**config.mk**
```make
export PLATFORM = sky130hd
export DESIGN_NAME = wakeup_timer_32bit
export DESIGN_NICKNAME = d
export VERILOG_FILES = /design/src/shared/wake_timer_pkg.sv /design/src/shared/tick_if.sv /design/src/rtl/wake_tick_gen.sv /design/src/rtl/wakeup_timer_32bit.sv
export SDC_FILE = /design/constraint.sdc
export NUM_CORES = 1
export LEC_CHECK = 0
export ABC_AREA = 1
export BUFFER_PORTS_ARGS = -buffer_cell sky130_fd_sc_hd__buf_4
export CORE_ASPECT_RATIO = 0.8
export CORE_MARGIN = 2
export CORE_UTILIZATION = 50
export DETAILED_ROUTE_END_ITERATION = 12
export PLACE_DENSITY = 0.71
export SETUP_SLACK_MARGIN = 0.3
export SYNTH_ARGS = -nofsm -noshare
export SYNTH_HDL_FRONTEND = slang
export SYNTH_SLANG_ARGS = --single-unit
```
**constraint.sdc**
```tcl
create_clock -name clk -period 13.5 [get_ports clk]
set_clock_uncertainty 0.2 [all_clocks]
set_input_delay 2.7 -clock clk [delete_from_list [all_inputs] [get_ports clk]]
set_output_delay 2.7 -clock clk [all_outputs]
set_load 0.1 [all_outputs]
```
**src/shared/wake_timer_pkg.sv**
```systemverilog
// constants, field layouts and state records of the wake-up timer
// assumes a single 250 MHz clock; register offsets are byte addresses
package wake_timer_pkg;

    // register byte addresses
    localparam logic [31:0] RELOAD_ADDR = 32'hFFFF0340;
    localparam logic [31:0] CURRENT_ADDR = 32'hFFFF0344;
    localparam logic [31:0] CONTROL_ADDR = 32'hFFFF0348;
    localparam logic [31:0] IRQ_CLEAR_ADDR = 32'hFFFF034C;
    localparam logic [31:0] EVT_STATUS_ADDR = 32'hFFFF0350;
    localparam logic [31:0] EVT_ENABLE_ADDR = 32'hFFFF0354;
    localparam logic [31:0] EVT_CLEAR_ADDR = 32'hFFFF0358;

    // reset values
    localparam logic [31:0] RELOAD_RESET = 32'h00000000;
    localparam logic [31:0] CURRENT_RESET = 32'hFFFFFFFF;
    localparam logic [10:0] CONTROL_RESET = 11'h000;
    localparam logic EVT_ENABLE_RESET = 1'h1;

    // control field positions
    localparam int CTRL_WIDTH = 11;
    localparam int CLKSEL_LSB = 9;
    localparam int DIR_BIT = 8;
    localparam int ENABLE_BIT = 7;
    localparam int PERIODIC_BIT = 6;
    localparam int FORMAT_LSB = 4;
    localparam int SCALE_LSB = 0;

    // count formats
    localparam logic [1:0] FMT_BINARY = 2'h0;
    localparam logic [1:0] FMT_HMS23 = 2'h2;
    localparam logic [1:0] FMT_HMS255 = 2'h3;

    // time-of-day field limits: hours, then {minutes, seconds, hundredths}
    localparam logic [7:0] HOUR_MAX23 = 8'h17;
    localparam logic [7:0] HOUR_MAX255 = 8'hFF;
    localparam logic [23:0] LOW_FIELD_MAX = 24'h3B3B63;

    // prescaler codes and terminal counts of the source-edge divider
    localparam logic [3:0] SCALE_1 = 4'h0;
    localparam logic [3:0] SCALE_16 = 4'h4;
    localparam logic [3:0] SCALE_256 = 4'h8;
    localparam logic [3:0] SCALE_32768 = 4'hF;
    localparam logic [14:0] TERM_1 = 15'h0000;
    localparam logic [14:0] TERM_16 = 15'h000F;
    localparam logic [14:0] TERM_256 = 15'h00FF;
    localparam logic [14:0] TERM_32768 = 15'h7FFF;

    // state of the register and counter block
    typedef struct packed {
        logic [31:0] reload;
        logic [31:0] count;
        logic [10:0] control;
        logic status;
        logic evtEnable;
        logic irq;
        logic [31:0] rdData;
    } timer_state_t;

    // state of the tick generator
    typedef struct packed {
        logic [3:0] syncA;
        logic [3:0] syncB;
        logic [3:0] prev;
        logic [14:0] preCount;
        logic tick;
    } tick_state_t;

endpackage

```
**src/shared/tick_if.sv**
```systemverilog
// link between the timer core and its source/prescaler tick generator
// both ends run on the same clock
`timescale 1ns/1ps
interface tick_if;
    logic [1:0] clockSourceSelect;
    logic [3:0] prescaleSelect;
    logic run;
    logic tick;

    modport gen (input clockSourceSelect, input prescaleSelect, input run, output tick);
    modport core (output clockSourceSelect, output prescaleSelect, output run, input tick);
endinterface

```
**src/rtl/wake_tick_gen.sv**
```systemverilog
// source clock select and prescaler of the wake-up timer
// source pins are asynchronous levels, each well below half the system clock
`timescale 1ns/1ps
module wake_tick_gen
(
    // clock and reset
    input wire logic clk,
    input wire logic rst,
    // source pins: oscillator, core-divided, crystal, undivided fast clock
    input wire logic [3:0] sourcePins,
    // link to the timer core
    tick_if.gen link
);

    wake_timer_pkg::tick_state_t st_r;
    wake_timer_pkg::tick_state_t st_nxt;
    logic srcEdge;
    logic [14:0] term;

    // ****************************************************
    // next state
    // ****************************************************
    // edges are taken from the second and third stages only
    always_comb
    begin
        st_nxt = st_r;
        st_nxt.syncA = sourcePins;
        st_nxt.syncB = st_r.syncA;
        st_nxt.prev = st_r.syncB;
        srcEdge = st_r.syncB[link.clockSourceSelect] & ~st_r.prev[link.clockSourceSelect];
        case (link.prescaleSelect)
            wake_timer_pkg::SCALE_16: term = wake_timer_pkg::TERM_16;
            wake_timer_pkg::SCALE_256: term = wake_timer_pkg::TERM_256;
            wake_timer_pkg::SCALE_32768: term = wake_timer_pkg::TERM_32768;
            default: term = wake_timer_pkg::TERM_1; // undefined codes divide by one
        endcase
        st_nxt.tick = 1'b0;
        if (!link.run)
        begin
            st_nxt.preCount = wake_timer_pkg::TERM_1; // a restart begins a full period
        end
        else if (srcEdge)
        begin
            if (st_r.preCount >= term)
            begin
                st_nxt.preCount = wake_timer_pkg::TERM_1;
                st_nxt.tick = 1'b1;
            end
            else
            begin
                st_nxt.preCount = st_r.preCount + 15'h0001;
            end
        end
    end

    // ****************************************************
    // state register
    // ****************************************************
    always_ff @(posedge clk or posedge rst)
    begin
        if (rst)
        begin
            st_r <= '0;
        end
        else
        begin
            st_r <= st_nxt;
        end
    end

    assign link.tick = st_r.tick;

endmodule

```
**src/rtl/wakeup_timer_32bit.sv**
```systemverilog
// 32-bit wake-up timer with reload, direction, periodic mode and time-of-day format
// also holds a sticky event status with its own enable and clear registers
// assumes a single-cycle register port on clk and asynchronous source pins
// assumes each source pin level is held for at least three clocks
`timescale 1ns/1ps
// Behaviour
// - 32-bit counter, down by default, up with bit 8
// - bits 10:9 pick one of four sources
// - bits 3:0 prescale by 1, 16, 256, 32768
// - source edges are sampled on clk, so counting stops while clk stops
// - bits 5:4 pick binary or time-of-day format
// - reload on overflow and on reload write
// - bit 6 periodic, reset free-running
// - count only while bit 7 set
// - any write to the timer clear register drops the interrupt, unless an overflow lands in the same cycle
// - current count readable, all ones after reset
// - reload register read/write, zero after reset
// - control 16 bits, zero reset, 15:11 reserved
module wakeup_timer_32bit
(
    // clock and reset
    input wire logic clk,
    input wire logic rst,

    // register port
    input wire logic [31:0] addr,
    input wire logic [31:0] wrData,
    input wire logic wrEn,
    input wire logic rdEn,
    output logic [31:0] rdData,

    // timer clock source pins
    input wire logic oscPin,
    input wire logic coreDividedPin,
    input wire logic externalCrystalInput,
    input wire logic fastClockPin,

    // interrupt
    output logic irq
);

    // ****************************************************
    // declarations
    // ****************************************************
    wake_timer_pkg::timer_state_t st_r;
    wake_timer_pkg::timer_state_t st_nxt;
    tick_if tickBus ();

    logic [1:0] clockSourceSelect;
    logic countDirection;
    logic counterEnable;
    logic periodicSelect;
    logic [1:0] countFormat;
    logic [3:0] prescaleSelect;
    logic [7:0] hourMax;
    logic [32:0] stepResult;
    logic overflow;
    logic [31:0] wrapValue;
    logic wrReload;
    logic wrControl;
    logic wrIrqClear;
    logic wrEvtEnable;
    logic wrEvtClear;
    logic evtClear;
    logic tickTaken;
    logic loadNow;
    logic evtSet;
    logic [31:0] readWord;

    // ****************************************************
    // time-of-day stepping
    // ****************************************************
    // four byte fields: hours, minutes, seconds, hundredths;
    // a carry out of the hours field is the overflow of the count
    function automatic logic [32:0] hmsStep
    (
        input logic [31:0] cur,
        input logic up,
        input logic [7:0] hMax
    );
        logic [31:0] res;
        logic carry;
        logic [7:0] field;
        logic [7:0] lim;
        logic [31:0] limits;
        limits = {hMax, wake_timer_pkg::LOW_FIELD_MAX};
        res = cur;
        carry = 1'b1;
        for (int i = 0; i < 4; i++)
        begin
            field = cur[i * 8 +: 8];
            lim = limits[i * 8 +: 8];
            if (carry)
            begin
                if (up)
                begin
                    if (field >= lim)
                    begin
                        res[i * 8 +: 8] = 8'h00;
                    end
                    else
                    begin
                        res[i * 8 +: 8] = field + 8'h01;
                        carry = 1'b0;
                    end
                end
                else
                begin
                    if (field == 8'h00)
                    begin
                        res[i * 8 +: 8] = lim;
                    end
                    else
                    begin
                        res[i * 8 +: 8] = field - 8'h01;
                        carry = 1'b0;
                    end
                end
            end
        end
        return {carry, res};
    endfunction

    // plain binary step; carry marks a pass through the terminal value
    function automatic logic [32:0] binStep
    (
        input logic [31:0] cur,
        input logic up
    );
        logic [32:0] res;
        if (up)
        begin
            res = {1'b0, cur} + 33'h000000001;
        end
        else
        begin
            res = {(cur == 32'h00000000), cur - 32'h00000001};
        end
        return res;
    endfunction

    // ****************************************************
    // control fields
    // ****************************************************
    // plain slices; reserved bits 15:11 are never stored, so they read zero
    assign clockSourceSelect = st_r.control[wake_timer_pkg::CLKSEL_LSB +: 2];
    assign countDirection = st_r.control[wake_timer_pkg::DIR_BIT];
    assign counterEnable = st_r.control[wake_timer_pkg::ENABLE_BIT];
    assign periodicSelect = st_r.control[wake_timer_pkg::PERIODIC_BIT];
    assign countFormat = st_r.control[wake_timer_pkg::FORMAT_LSB +: 2];
    assign prescaleSelect = st_r.control[wake_timer_pkg::SCALE_LSB +: 4];

    // hand the source and prescale choice to the tick generator
    assign tickBus.clockSourceSelect = clockSourceSelect;
    assign tickBus.prescaleSelect = prescaleSelect;
    assign tickBus.run = counterEnable;

    // ****************************************************
    // tick generator
    // ****************************************************
    // samples the source pins on clk, so it stops whenever clk stops
    wake_tick_gen tickGen
    (
        .clk(clk),
        .rst(rst),
        .sourcePins({fastClockPin, externalCrystalInput, coreDividedPin, oscPin}),
        .link(tickBus.gen)
    );

    // ****************************************************
    // register decode
    // ****************************************************
    assign wrReload = wrEn && (addr == wake_timer_pkg::RELOAD_ADDR);
    assign wrControl = wrEn && (addr == wake_timer_pkg::CONTROL_ADDR);
    assign wrIrqClear = wrEn && (addr == wake_timer_pkg::IRQ_CLEAR_ADDR);

    // event registers of our own, beside the timer's four
    assign wrEvtEnable = wrEn && (addr == wake_timer_pkg::EVT_ENABLE_ADDR);
    assign wrEvtClear = wrEn && (addr == wake_timer_pkg::EVT_CLEAR_ADDR);

    // event clear: any value to the timer clear register, bit 0 to the other
    assign evtClear = wrIrqClear || (wrEvtClear && wrData[0]);

    // ****************************************************
    // count qualifiers
    // ****************************************************
    // the generator already holds off while disabled; this guards a stray tick
    assign tickTaken = tickBus.tick && counterEnable;
    // a reload write always lands in the counter, even mid-period
    assign loadNow = wrReload;
    // every pass through the terminal value raises the event
    assign evtSet = overflow;

    // ****************************************************
    // counter step
    // ****************************************************
    // the reserved format code counts as binary, a safe fall-back
    always_comb
    begin
        // the 23-hour range only for its own code, 255 hours otherwise
        if (countFormat == wake_timer_pkg::FMT_HMS23)
        begin
            hourMax = wake_timer_pkg::HOUR_MAX23;
        end
        else
        begin
            hourMax = wake_timer_pkg::HOUR_MAX255;
        end
        if ((countFormat == wake_timer_pkg::FMT_HMS23) ||
            (countFormat == wake_timer_pkg::FMT_HMS255))
        begin
            stepResult = hmsStep(st_r.count, countDirection, hourMax);
        end
        else
        begin
            stepResult = binStep(st_r.count, countDirection);
        end
        overflow = tickTaken && stepResult[32];
        wrapValue = stepResult[31:0];
    end

    // ****************************************************
    // next state
    // ****************************************************
    always_comb
    begin
        st_nxt = st_r;

        // software-written registers
        if (wrReload)
        begin
            st_nxt.reload = wrData;
        end
        if (wrControl)
        begin
            st_nxt.control = wrData[wake_timer_pkg::CTRL_WIDTH - 1:0];
        end
        if (wrEvtEnable)
        begin
            st_nxt.evtEnable = wrData[0];
        end

        // counter: a reload write wins over a tick in the same cycle
        if (loadNow)
        begin
            st_nxt.count = wrData;
        end
        else if (tickTaken)
        begin
            if (overflow && periodicSelect)
            begin
                st_nxt.count = st_r.reload;
            end
            else
            begin
                st_nxt.count = wrapValue;
            end
        end

        // sticky event: a pass in the clearing cycle is kept, so none is lost
        if (evtSet)
        begin
            st_nxt.status = 1'b1;
        end
        else if (evtClear)
        begin
            st_nxt.status = 1'b0;
        end
        st_nxt.irq = st_nxt.status && st_nxt.evtEnable;

        // read data stand in the cycle after the strobe only
        st_nxt.rdData = 32'h00000000;
        if (rdEn)
        begin
            st_nxt.rdData = readWord;
        end
    end

    // ****************************************************
    // read multiplexer
    // ****************************************************
    // the count is read live, so a read may land one tick either side of a step
    always_comb
    begin
        readWord = 32'h00000000;
        case (addr)
            wake_timer_pkg::RELOAD_ADDR:
            begin
                readWord = st_r.reload;
            end
            wake_timer_pkg::CURRENT_ADDR:
            begin
                readWord = st_r.count;
            end
            wake_timer_pkg::CONTROL_ADDR:
            begin
                readWord = {21'h000000, st_r.control};
            end
            wake_timer_pkg::EVT_STATUS_ADDR:
            begin
                readWord = {31'h00000000, st_r.status};
            end
            wake_timer_pkg::EVT_ENABLE_ADDR:
            begin
                readWord = {31'h00000000, st_r.evtEnable};
            end
            default:
            begin
                readWord = 32'h00000000; // write-only and unmapped places read zero
            end
        endcase
    end

    // ****************************************************
    // state register
    // ****************************************************
    always_ff @(posedge clk or posedge rst)
    begin
        if (rst)
        begin
            st_r.reload <= wake_timer_pkg::RELOAD_RESET;
            st_r.count <= wake_timer_pkg::CURRENT_RESET;
            st_r.control <= wake_timer_pkg::CONTROL_RESET;
            st_r.status <= 1'b0;
            st_r.evtEnable <= wake_timer_pkg::EVT_ENABLE_RESET;
            st_r.irq <= 1'b0;
            st_r.rdData <= 32'h00000000;
        end
        else
        begin
            st_r <= st_nxt;
        end
    end

    // ****************************************************
    // outputs
    // ****************************************************
    // both outputs leave straight from the state register
    assign rdData = st_r.rdData;
    assign irq = st_r.irq;

endmodule

```
; After elaboration in Yosys (flattened, before gate mapping)
; Index checks and enable logic that the tools add are counted.
[word_totals]
ram_bits = 0
romBits = 0
ff_bits = 138
out_inout_bits = 33
inputBits = 72
latchBits = 0
wordCells = 125
mem_count = 0
[classes]
n_reduce_logical = 21
shift = 0
magnitude_cmp = 6
mux = 54
eq_ne = 16
bitwise = 2
add_sub_neg = 11
div_mod_pow = 0
multipliers = 0
[ops]
columns = cell, n
row1 = 32-bit == test (second input constant), 7
row2 = 32-bit one-hot mux with 5 select lines, 1
row3 = 32-bit two-way mux, 4
row4 = 8-bit two-way mux, 16
row5 = 33-bit two-way mux, 2
row6 = 15-bit one-hot mux with 3 select lines, 1
row7 = 32-bit by 1-bit adder with 33-bit output (second input constant), 1
row8 = 8-bit by 1-bit adder with 8-bit output (second input constant), 4
row9 = 32-bit zero test, 1
row10 = 8-bit zero test, 4
row11 = 32-bit by 1-bit subtractor with 32-bit output (second input constant), 1
row12 = 8-bit by 1-bit subtractor with 8-bit output (second input constant), 4
row13 = 15-bit two-way mux, 2
row14 = 1-bit two-way mux, 25
row15 = 8-bit by 6-bit >= comparator with 1-bit output (second input constant), 2
row16 = 16-bit two-way mux, 1
row17 = 15-bit by 1-bit adder with 15-bit output (second input constant), 1
row18 = 15-bit >= comparator, 1
row19 = 4-bit by 2-bit inequality test with 1-bit output (second input constant), 3
row20 = 1-bit logical AND, 10
row21 = 4-bit == test (second input constant), 2
row22 = 8-bit by 7-bit >= comparator with 1-bit output (second input constant), 1
row23 = 8-bit >= comparator, 1
row24 = 2-bit AND reduction, 3
row25 = 9 further kinds, 12

; Depth between registers and ports, before layout
; Gate-level depths: netlist of run 1.
[depth]
ltp_word = 15
mapped_depth = 17
ltp_nobuf = 16

; Cells and area by module
; A second synthesis of run 1 with hierarchy kept.
[unflattened]
cells_unflattened = 1561
area_unflattened_um2 = 10393.7
[modules_own_cells]
columns = module, cells_per_inst, instances, seq_area_each_um2, area_per_inst_um2
row1 = wakeup_timer_32bit, 1315, 1, 2793.9, 8548.2
row2 = wake_tick_gen, 246, 1, 700.7, 1845.5

; Worst setup path before layout of run 1
; Ideal clock, no wire load.
[synth_timing]
kind = input port to flip-flop
start = in addr[21]
end = reg st_r, in the netlist countDirection
setup_slack_ns = 9.151
n_path_buf = 1
arrival_ns = 4.021
setup_time_ns = 0.128
cell_stages = 9
required_ns = 13.172
path_cell_list = nand2_1 -> nor2_1 -> nand4_1 -> nor3_4 -> nand4_1 -> inv_1 -> nand2_1 -> buf_2 -> mux2_1
[synth_via]
elab_chain_len = 2
[synth_lines]
columns = item, line_no
row1 = from (decl), wakeup_timer_32bit.sv:26  ; input wire logic [31:0] addr,
row2 = 32-bit == test, wakeup_timer_32bit.sv:174  ; assign wrControl = wrEn && (addr == wake_timer_pkg::CONTROL_ADDR);
row3 = 1-bit logical AND, wakeup_timer_32bit.sv:174
row4 = to (signal assigned), wakeup_timer_32bit.sv:331  ; st_r <= st_nxt;
row5 = to (decl), wakeup_timer_32bit.sv:45  ; wake_timer_pkg::timer_state_t st_r;
; No other way between the ends.
; A chain may end at the register's enable or synchronous reset.

; Worst setup path in the final report of run 1
[layout_timing]
start = in addr[21]
end = reg st_r[63] (netlist name)
[layout_via]
elab_chain_len = 4
elab_cells_between_ends = 6
cone_classes = eq/ne: 2 / mux: 1 / reduce/logical: 3
[layout_lines]
columns = item, line_no
row1 = 32-bit == test (*), wakeup_timer_32bit.sv:173  ; assign wrReload = wrEn && (addr == wake_timer_pkg::RELOAD_ADDR);
row2 = 1-bit logical AND (*), wakeup_timer_32bit.sv:173
row3 = 4-bit by 2-bit inequality test with 1-bit output (no source line) or 2-bit nonzero test (tied branches), n/a
row4 = 2-bit AND reduction (no source line), n/a
; Mark *: on every way between the ends. The rest lies on a longest branch, timed or not.

==> results of run 1 <==
[through the flow]
step / instances / utilization / total power [mW] / instance area [µm²] / setup WS [ns]
3_3_place_gp: 1830 / 0.5360 / 0.4574 / 11130 / 7.766
5_1_grt: 1862 / 0.5662 / 0.9742 / 11750 / 7.694
4_1_cts: 1862 / 0.5662 / 0.9563 / 11750 / 8.025
6_report: 1862 / 0.5662 / 0.9528 / 11750 / 7.920
2_1_floorplan: 1564 / - / 0.4347 / 10640 / 6.958
3_5_place_dp: 1830 / 0.5360 / 0.4580 / 11130 / 7.654
[worst paths after layout]
kind	from	end	slack, ns
worst max-delay path	addr[21]	st_r[63]	7.92
worst min-delay path	tickGen.st_nxt[23]	tickGen.st_nxt[19]	0.15
worst max register to register	countFormat[1]	st_r[66]	9.55
worst min register to register	tickGen.st_nxt[23]	tickGen.st_nxt[19]	0.15
max in group asynchronous	rst	st_r[96]	9.61
min in group asynchronous	rst	tickGen.st_r[12]	2.17
[metal layers]
metal	routed length, µm	vias up	GRT usage
met5	0	-	0
met4	580	0	0.09052
met3	3544	44	0.04836
met2	13480	565	0.4223
met1	14840	5044	0.4427
li1	-	5117	-
[final cells by class]
class                           instances  area (µm²)  share of cell area
Timing Repair Buffer                  111       833.3             0.07090
Clock inverter                         15       201.4             0.01714
Inverter                              186       705.7             0.06004
Tap cell                              269       336.6             0.02864
Sequential cell                       138        3495              0.2973
Multi-Input combinational cell       1126        5756              0.4897
Clock buffer                           17       425.4             0.03620
[power by group]
part           switching [mW]  internal [mW]  total, mW
logic                  0.0188         0.0149     0.0337
clock network           0.218          0.284      0.503
registers            0.000647          0.416      0.416
[kinds of logic after synthesis]
logic type,share of synthesized area
buf+inv,0.1304
xor+xnor,0.03376
simple gates,0.3416
mux,0.01164
flops,0.3285
compound gates,0.1235
fa+ha+maj,0.03058
[sequential cells by signal, summed over array words and instances, names as in the netlist, 2 cells and up]
| signal | flops |
|---|---|
| clockSourceSelect | 2 |
| countFormat | 2 |
| prescaleSelect | 4 |
| rdData | 32 |
| st_r | 66 |
| tickGen.st_nxt | 8 |
| tickGen.st_r | 19 |
[cell usage in the layout, fill, tap and decap left out, drive strengths merged]
| master | instances |
|---|---|
| a211oi | 1 |
| a21boi | 1 |
| a21oi | 101 |
| a22oi | 2 |
| a31oi | 22 |
| and2 | 1 |
| and3 | 1 |
| buf | 111 |
| bufinv | 2 |
| clkbuf | 17 |
| clkinv | 4 |
| dfrtp | 105 |
| dfstp | 33 |
| ha | 26 |
| inv | 195 |
| mux2 | 11 |
| nand2 | 422 |
| nand3 | 124 |
| nand3b | 3 |
| nand4 | 71 |
| nor2 | 171 |
| nor3 | 19 |
| nor4 | 4 |
| o2111ai | 1 |
| o211ai | 11 |
| o21ai | 72 |
| o221ai | 3 |
| o22ai | 17 |
| or2 | 1 |
| xnor2 | 3 |
| xor2 | 38 |
==> impl_metrics.env, run 1 <==
export IMPL_worstRegToRegCells=13
export IMPL_hold_viol_final=0
export IMPL_avgViaCountPerCell=5.784
export IMPL_synth_edff_count=0
export IMPL_cp_num_cells=11
export IMPL_ant_nets=0
export IMPL_whs_ns=0.1495
export IMPL_synthTopCellsByCount="413 x nand2_1, 179 x inv_1, 153 x nor2_1"
export IMPL_period_share=0.4134
export IMPL_synth_ff_type="dfrtp_1"
export IMPL_synth_area_leaders="dfrtp_1 25%, nand2_1 15%, dfstp_2 8.2%, inv_1 6.3%, nand3_1 5.7%"
export IMPL_drc_errors=0
export IMPL_synth_top_area_share=0.2470
export IMPL_crit_required_ns=13.65
export IMPL_slowest_stage="nand2_1"
export IMPL_cts_reportedPaths_clkPinSlew_ns=0.07
export IMPL_die_height_um=134.5
export IMPL_fillers=2029
export IMPL_synth_warnings=0
export IMPL_row_count=47
export IMPL_slew_limit_headroom=0.1654
export IMPL_core_um2=20760
export IMPL_drt_iter0_markers=1148
export IMPL_clkLatencyLatePin_ns=0.44
export IMPL_end_kind="register"
export IMPL_drive_gt1_frac=0.1488
export IMPL_hold_buffers=0
export IMPL_synthArstFlopShare=1.000
export IMPL_cpPeakStageDelay_ns=0.93
export IMPL_tightest_slew_ns=1.249
export IMPL_num_antenna_cells=0
export IMPL_seq_area_frac_synth=0.3285
export IMPL_post_cts_buffers=0
export IMPL_setup_tns_ns=0
export IMPL_leakage_nw=5.794
export IMPL_cts_sink_count=138
export IMPL_wl_per_cell_um=17.42
export IMPL_die_area_um2=22460
export IMPL_place_gp_congestion=1.001
export IMPL_postSynthAreaPerCell_um2=6.802
export IMPL_ioPinCount=105
export IMPL_period_minus_slack_ns=5.580
export IMPL_setup_viol=0
export IMPL_maxCapViolations=0
export IMPL_p_per_area_nw_per_um2=81.07
export IMPL_cp_start_kind="input port"
export IMPL_fmax_ghz=0.1792
export IMPL_cts_tree="done"
export IMPL_antenna_found_initial=0
export IMPL_dp_hpwl_um=23040
export IMPL_synth_distinct_cells=47
export IMPL_hold_depth=0
export IMPL_syn_to_final_growth_pct=10.48
export IMPL_h_tree_depth=4
export IMPL_synth_most_common_cell="nand2_1"
export IMPL_clk_path_buf_depth=2
export IMPL_synth_seq_cells=138
export IMPL_port_buffers=104
export IMPL_drtPass1Iterations=5
export IMPL_layout_nets=1678
export IMPL_yosysTopAreaCell="dfrtp_1"
export IMPL_overflow=0
export IMPL_grt_max_degree=74
export IMPL_synthesis_nets=1662
export IMPL_die_x_um=167.1
export IMPL_slew_viol_final=0
export IMPL_synthesis_instances=1564
export IMPL_cp_buffers_inverters=2
export IMPL_cp_cell_sequence="buf_4 > nand2_1 > nor2_1 > nand4_1 > nor3_4 > nand4_2 > nor2_4 > buf_4 > nand2_1 > nand3_1 > a21oi_1"
export IMPL_netlist_area_um2=10640
export IMPL_irDropWorstVdd_mv=0.09463
export IMPL_cts_root_buf="clkbuf_16"
export IMPL_grt_pass1_wl_um=52560
export IMPL_rsz0062_at_grt="false"
export IMPL_grt_pass1_vias=10080
export IMPL_routed_wirelength_um=32440
export IMPL_start_util=0.5124
export IMPL_hold_class="reg2reg"
export IMPL_grtUsageTotal=0.2912
export IMPL_outcome="completed"
export IMPL_path_max_fanout=63
export IMPL_path_class="in2reg"
export IMPL_vias=10770
export IMPL_cts_resized_gates=0
export IMPL_cts_buffers=17
export IMPL_cp_top_family="simple AND/OR/NAND/NOR gates"
export IMPL_worstPathArrival_ns=5.73
Power figures use the tool's default switching activity.
==> run 2, diff against run 1 <==
clock period = 5.15 ns   (was 13.5 ns; I/O delays follow)
==> impl_metrics.env, run 2 (synthesized netlist as in run 1, its figures left out) <==
export IMPL_start_util=0.5124
export IMPL_grt_pass1_vias=10090
export IMPL_end_kind="register"
export IMPL_overflow=0
export IMPL_whs_endpoint="tickGen.st_nxt[16]"
export IMPL_drive_gt1_frac=0.1514
export IMPL_worstReg2RegStart="st_r[47]"
export IMPL_syn_to_final_growth_pct=10.56
export IMPL_clk_path_buf_depth=2
export IMPL_die_height_um=134.5
export IMPL_period_minus_slack_ns=3.392
export IMPL_ff2ff_setup_slack_ns=1.76
export IMPL_irDropWorstVdd_mv=0.1630
export IMPL_clkLatencyLatePin_ns=0.43
export IMPL_slowest_stage="a21oi_4"
export IMPL_wl_per_cell_um=17.44
export IMPL_vias=10700
export IMPL_setup_tns_ns=0
export IMPL_setup_viol=0
export IMPL_cts_resized_gates=0
export IMPL_num_antenna_cells=0
export IMPL_cpPeakStageDelay_ns=0.85
export IMPL_hold_buffers=0
export IMPL_cp_cell_sequence="ha_1 > nand2_1 > nor2_1 > nand3_2 > nor2_1 > nor2_1 > nor2_1 > nand2_1 > a21oi_4 > nand4_1 > nand3_1 > a21oi_1"
export IMPL_hold_path_startpoint="tickGen.st_nxt[20]"
export IMPL_slew_viol_final=0
export IMPL_cts_reportedPaths_clkPinSlew_ns=0.07
export IMPL_post_cts_buffers=0
export IMPL_maxCapViolations=0
export IMPL_total_power_mw=2.422
export IMPL_grtUsageTotal=0.2933
export IMPL_dp_cells=1835
export IMPL_hold_class="reg2reg"
export IMPL_period_share=0.6586
export IMPL_dp_hpwl_um=23650
export IMPL_place_gp_congestion=1.002
export IMPL_drt_iter0_markers=1188
export IMPL_drtPass1Iterations=8
export IMPL_worstReg2RegEnd="st_r[63]"
export IMPL_port_buffers=104
export IMPL_p_per_area_nw_per_um2=205.9
export IMPL_largest_reg_flops=66
export IMPL_die_area_um2=22460
export IMPL_layout_commonest_cell="nand2_1"
export IMPL_die_x_um=167.1
export IMPL_grt_max_degree=111
export IMPL_grt_pass1_wl_um=52930
export IMPL_post_route_util=0.5666
export IMPL_path_class="reg2reg"
export IMPL_path_common_cell="nor2_1"
export IMPL_cts_tree="done"
export IMPL_ant_nets=0
export IMPL_cts_root_buf="clkbuf_16"
export IMPL_routed_wirelength_um=32560
export IMPL_avgViaCountPerCell=5.728
export IMPL_antenna_found_initial=0
export IMPL_fmax_ghz=0.2948
export IMPL_ioPinCount=105
export IMPL_layout_nets=1683
export IMPL_core_um2=20760
export IMPL_worstRegToRegCells=12
export IMPL_fillers=1982
export IMPL_path_max_fanout=33
export IMPL_outcome="completed"
export IMPL_cp_start_kind="register"
export IMPL_leakage_nw=5.794
export IMPL_slew_limit_headroom=0.2955
export IMPL_h_tree_depth=4
export IMPL_tightest_slew_ns=1.054
export IMPL_rsz0062_at_grt="false"
export IMPL_stdcell_count=1867
export IMPL_row_count=47
export IMPL_postPlaceCellArea_um2=11170
export IMPL_worstPathArrival_ns=3.54
export IMPL_cts_buffers=17
export IMPL_hold_viol_final=0
export IMPL_regMostFlops="st_r"
export IMPL_reg_largest_list="st_r (66), rdData (32), tickGen.st_r (19)"
export IMPL_drc_errors=0
export IMPL_cts_sink_count=138
export IMPL_crit_required_ns=5.30
export IMPL_design_area_um2=11760
export IMPL_hold_depth=0
export IMPL_mostFrequentLayoutCells="413 x nand2_1, 178 x inv_1, 153 x nor2_1, 122 x nand3_1, 115 x buf_4"
[run 2: changes by cell type in the layout (fill, tap and decap cells not counted), sizes merged]
cell      before  now
clkinv         4    2
clkinvlp       0    3
inv          195  194
buf          111  116
clkbuf        17   18
bufinv         2    1
[run 2: where the power goes]
part / switching [mW] / internal [mW]
logic: 0.0510 / 0.0401
registers: 0.00182 / 1.09
clock network: 0.541 / 0.698
total: 0.594 / 1.83
[run 2: metrics by stage]
| stage | setup WS, ns | hold slack, ns |
|---|---|---|
| 2_1_floorplan | 2.226 | 0.1312 |
| 5_1_grt | 1.353 | 0.1545 |
| 3_3_place_gp | 1.599 | 0.1355 |
| 3_5_place_dp | 1.490 | 0.1355 |
| 4_1_cts | 1.823 | 0.1539 |
| 6_report | 1.758 | 0.1528 |
[run 2: layout make-up]
type	instances	area [µm²]	share of cell area
timing repair buffer	116	883.3	0.07511
clock inverter	14	147.6	0.01255
multi-input combinational	1126	5756	0.4894
tap	269	336.6	0.02862
clock buffer	18	439.2	0.03734
sequential	138	3495	0.2971
inverter	186	704.4	0.05989
[run 2: layer usage]
layer	routed length [µm]	GRT usage
met1	15250	0.4421
met2	13440	0.4262
met3	3332	0.06243
met4	539	0.07663
met5	0	0
[run 2: worst max-delay path: cells and delay by family (launching register included)]
kind                       cells  cell delay (ns)
and+or+nand+nor                9             1.38
AOI/OAI and AO/OA              2             0.95
adders and majority gates      1             0.20
DFF                            1             0.58
[run 2: worst max path at each step]
stage / cells past startpoint / startpoint / slack [ns] / endpoint
2_1_floorplan: 1 / rst / 2.23 / clockSourceSelect[0]
3_3_place_gp: 13 / addr[5] / 1.60 / st_r[68]
3_5_place_dp: 9 / addr[21] / 1.49 / rdData[19]
4_1_cts: 15 / prescaleSelect[2] / 1.82 / tickGen.st_r[4]
5_1_grt: 15 / prescaleSelect[2] / 1.35 / tickGen.st_r[12]
6_report: 12 / st_r[47] / 1.76 / st_r[63]
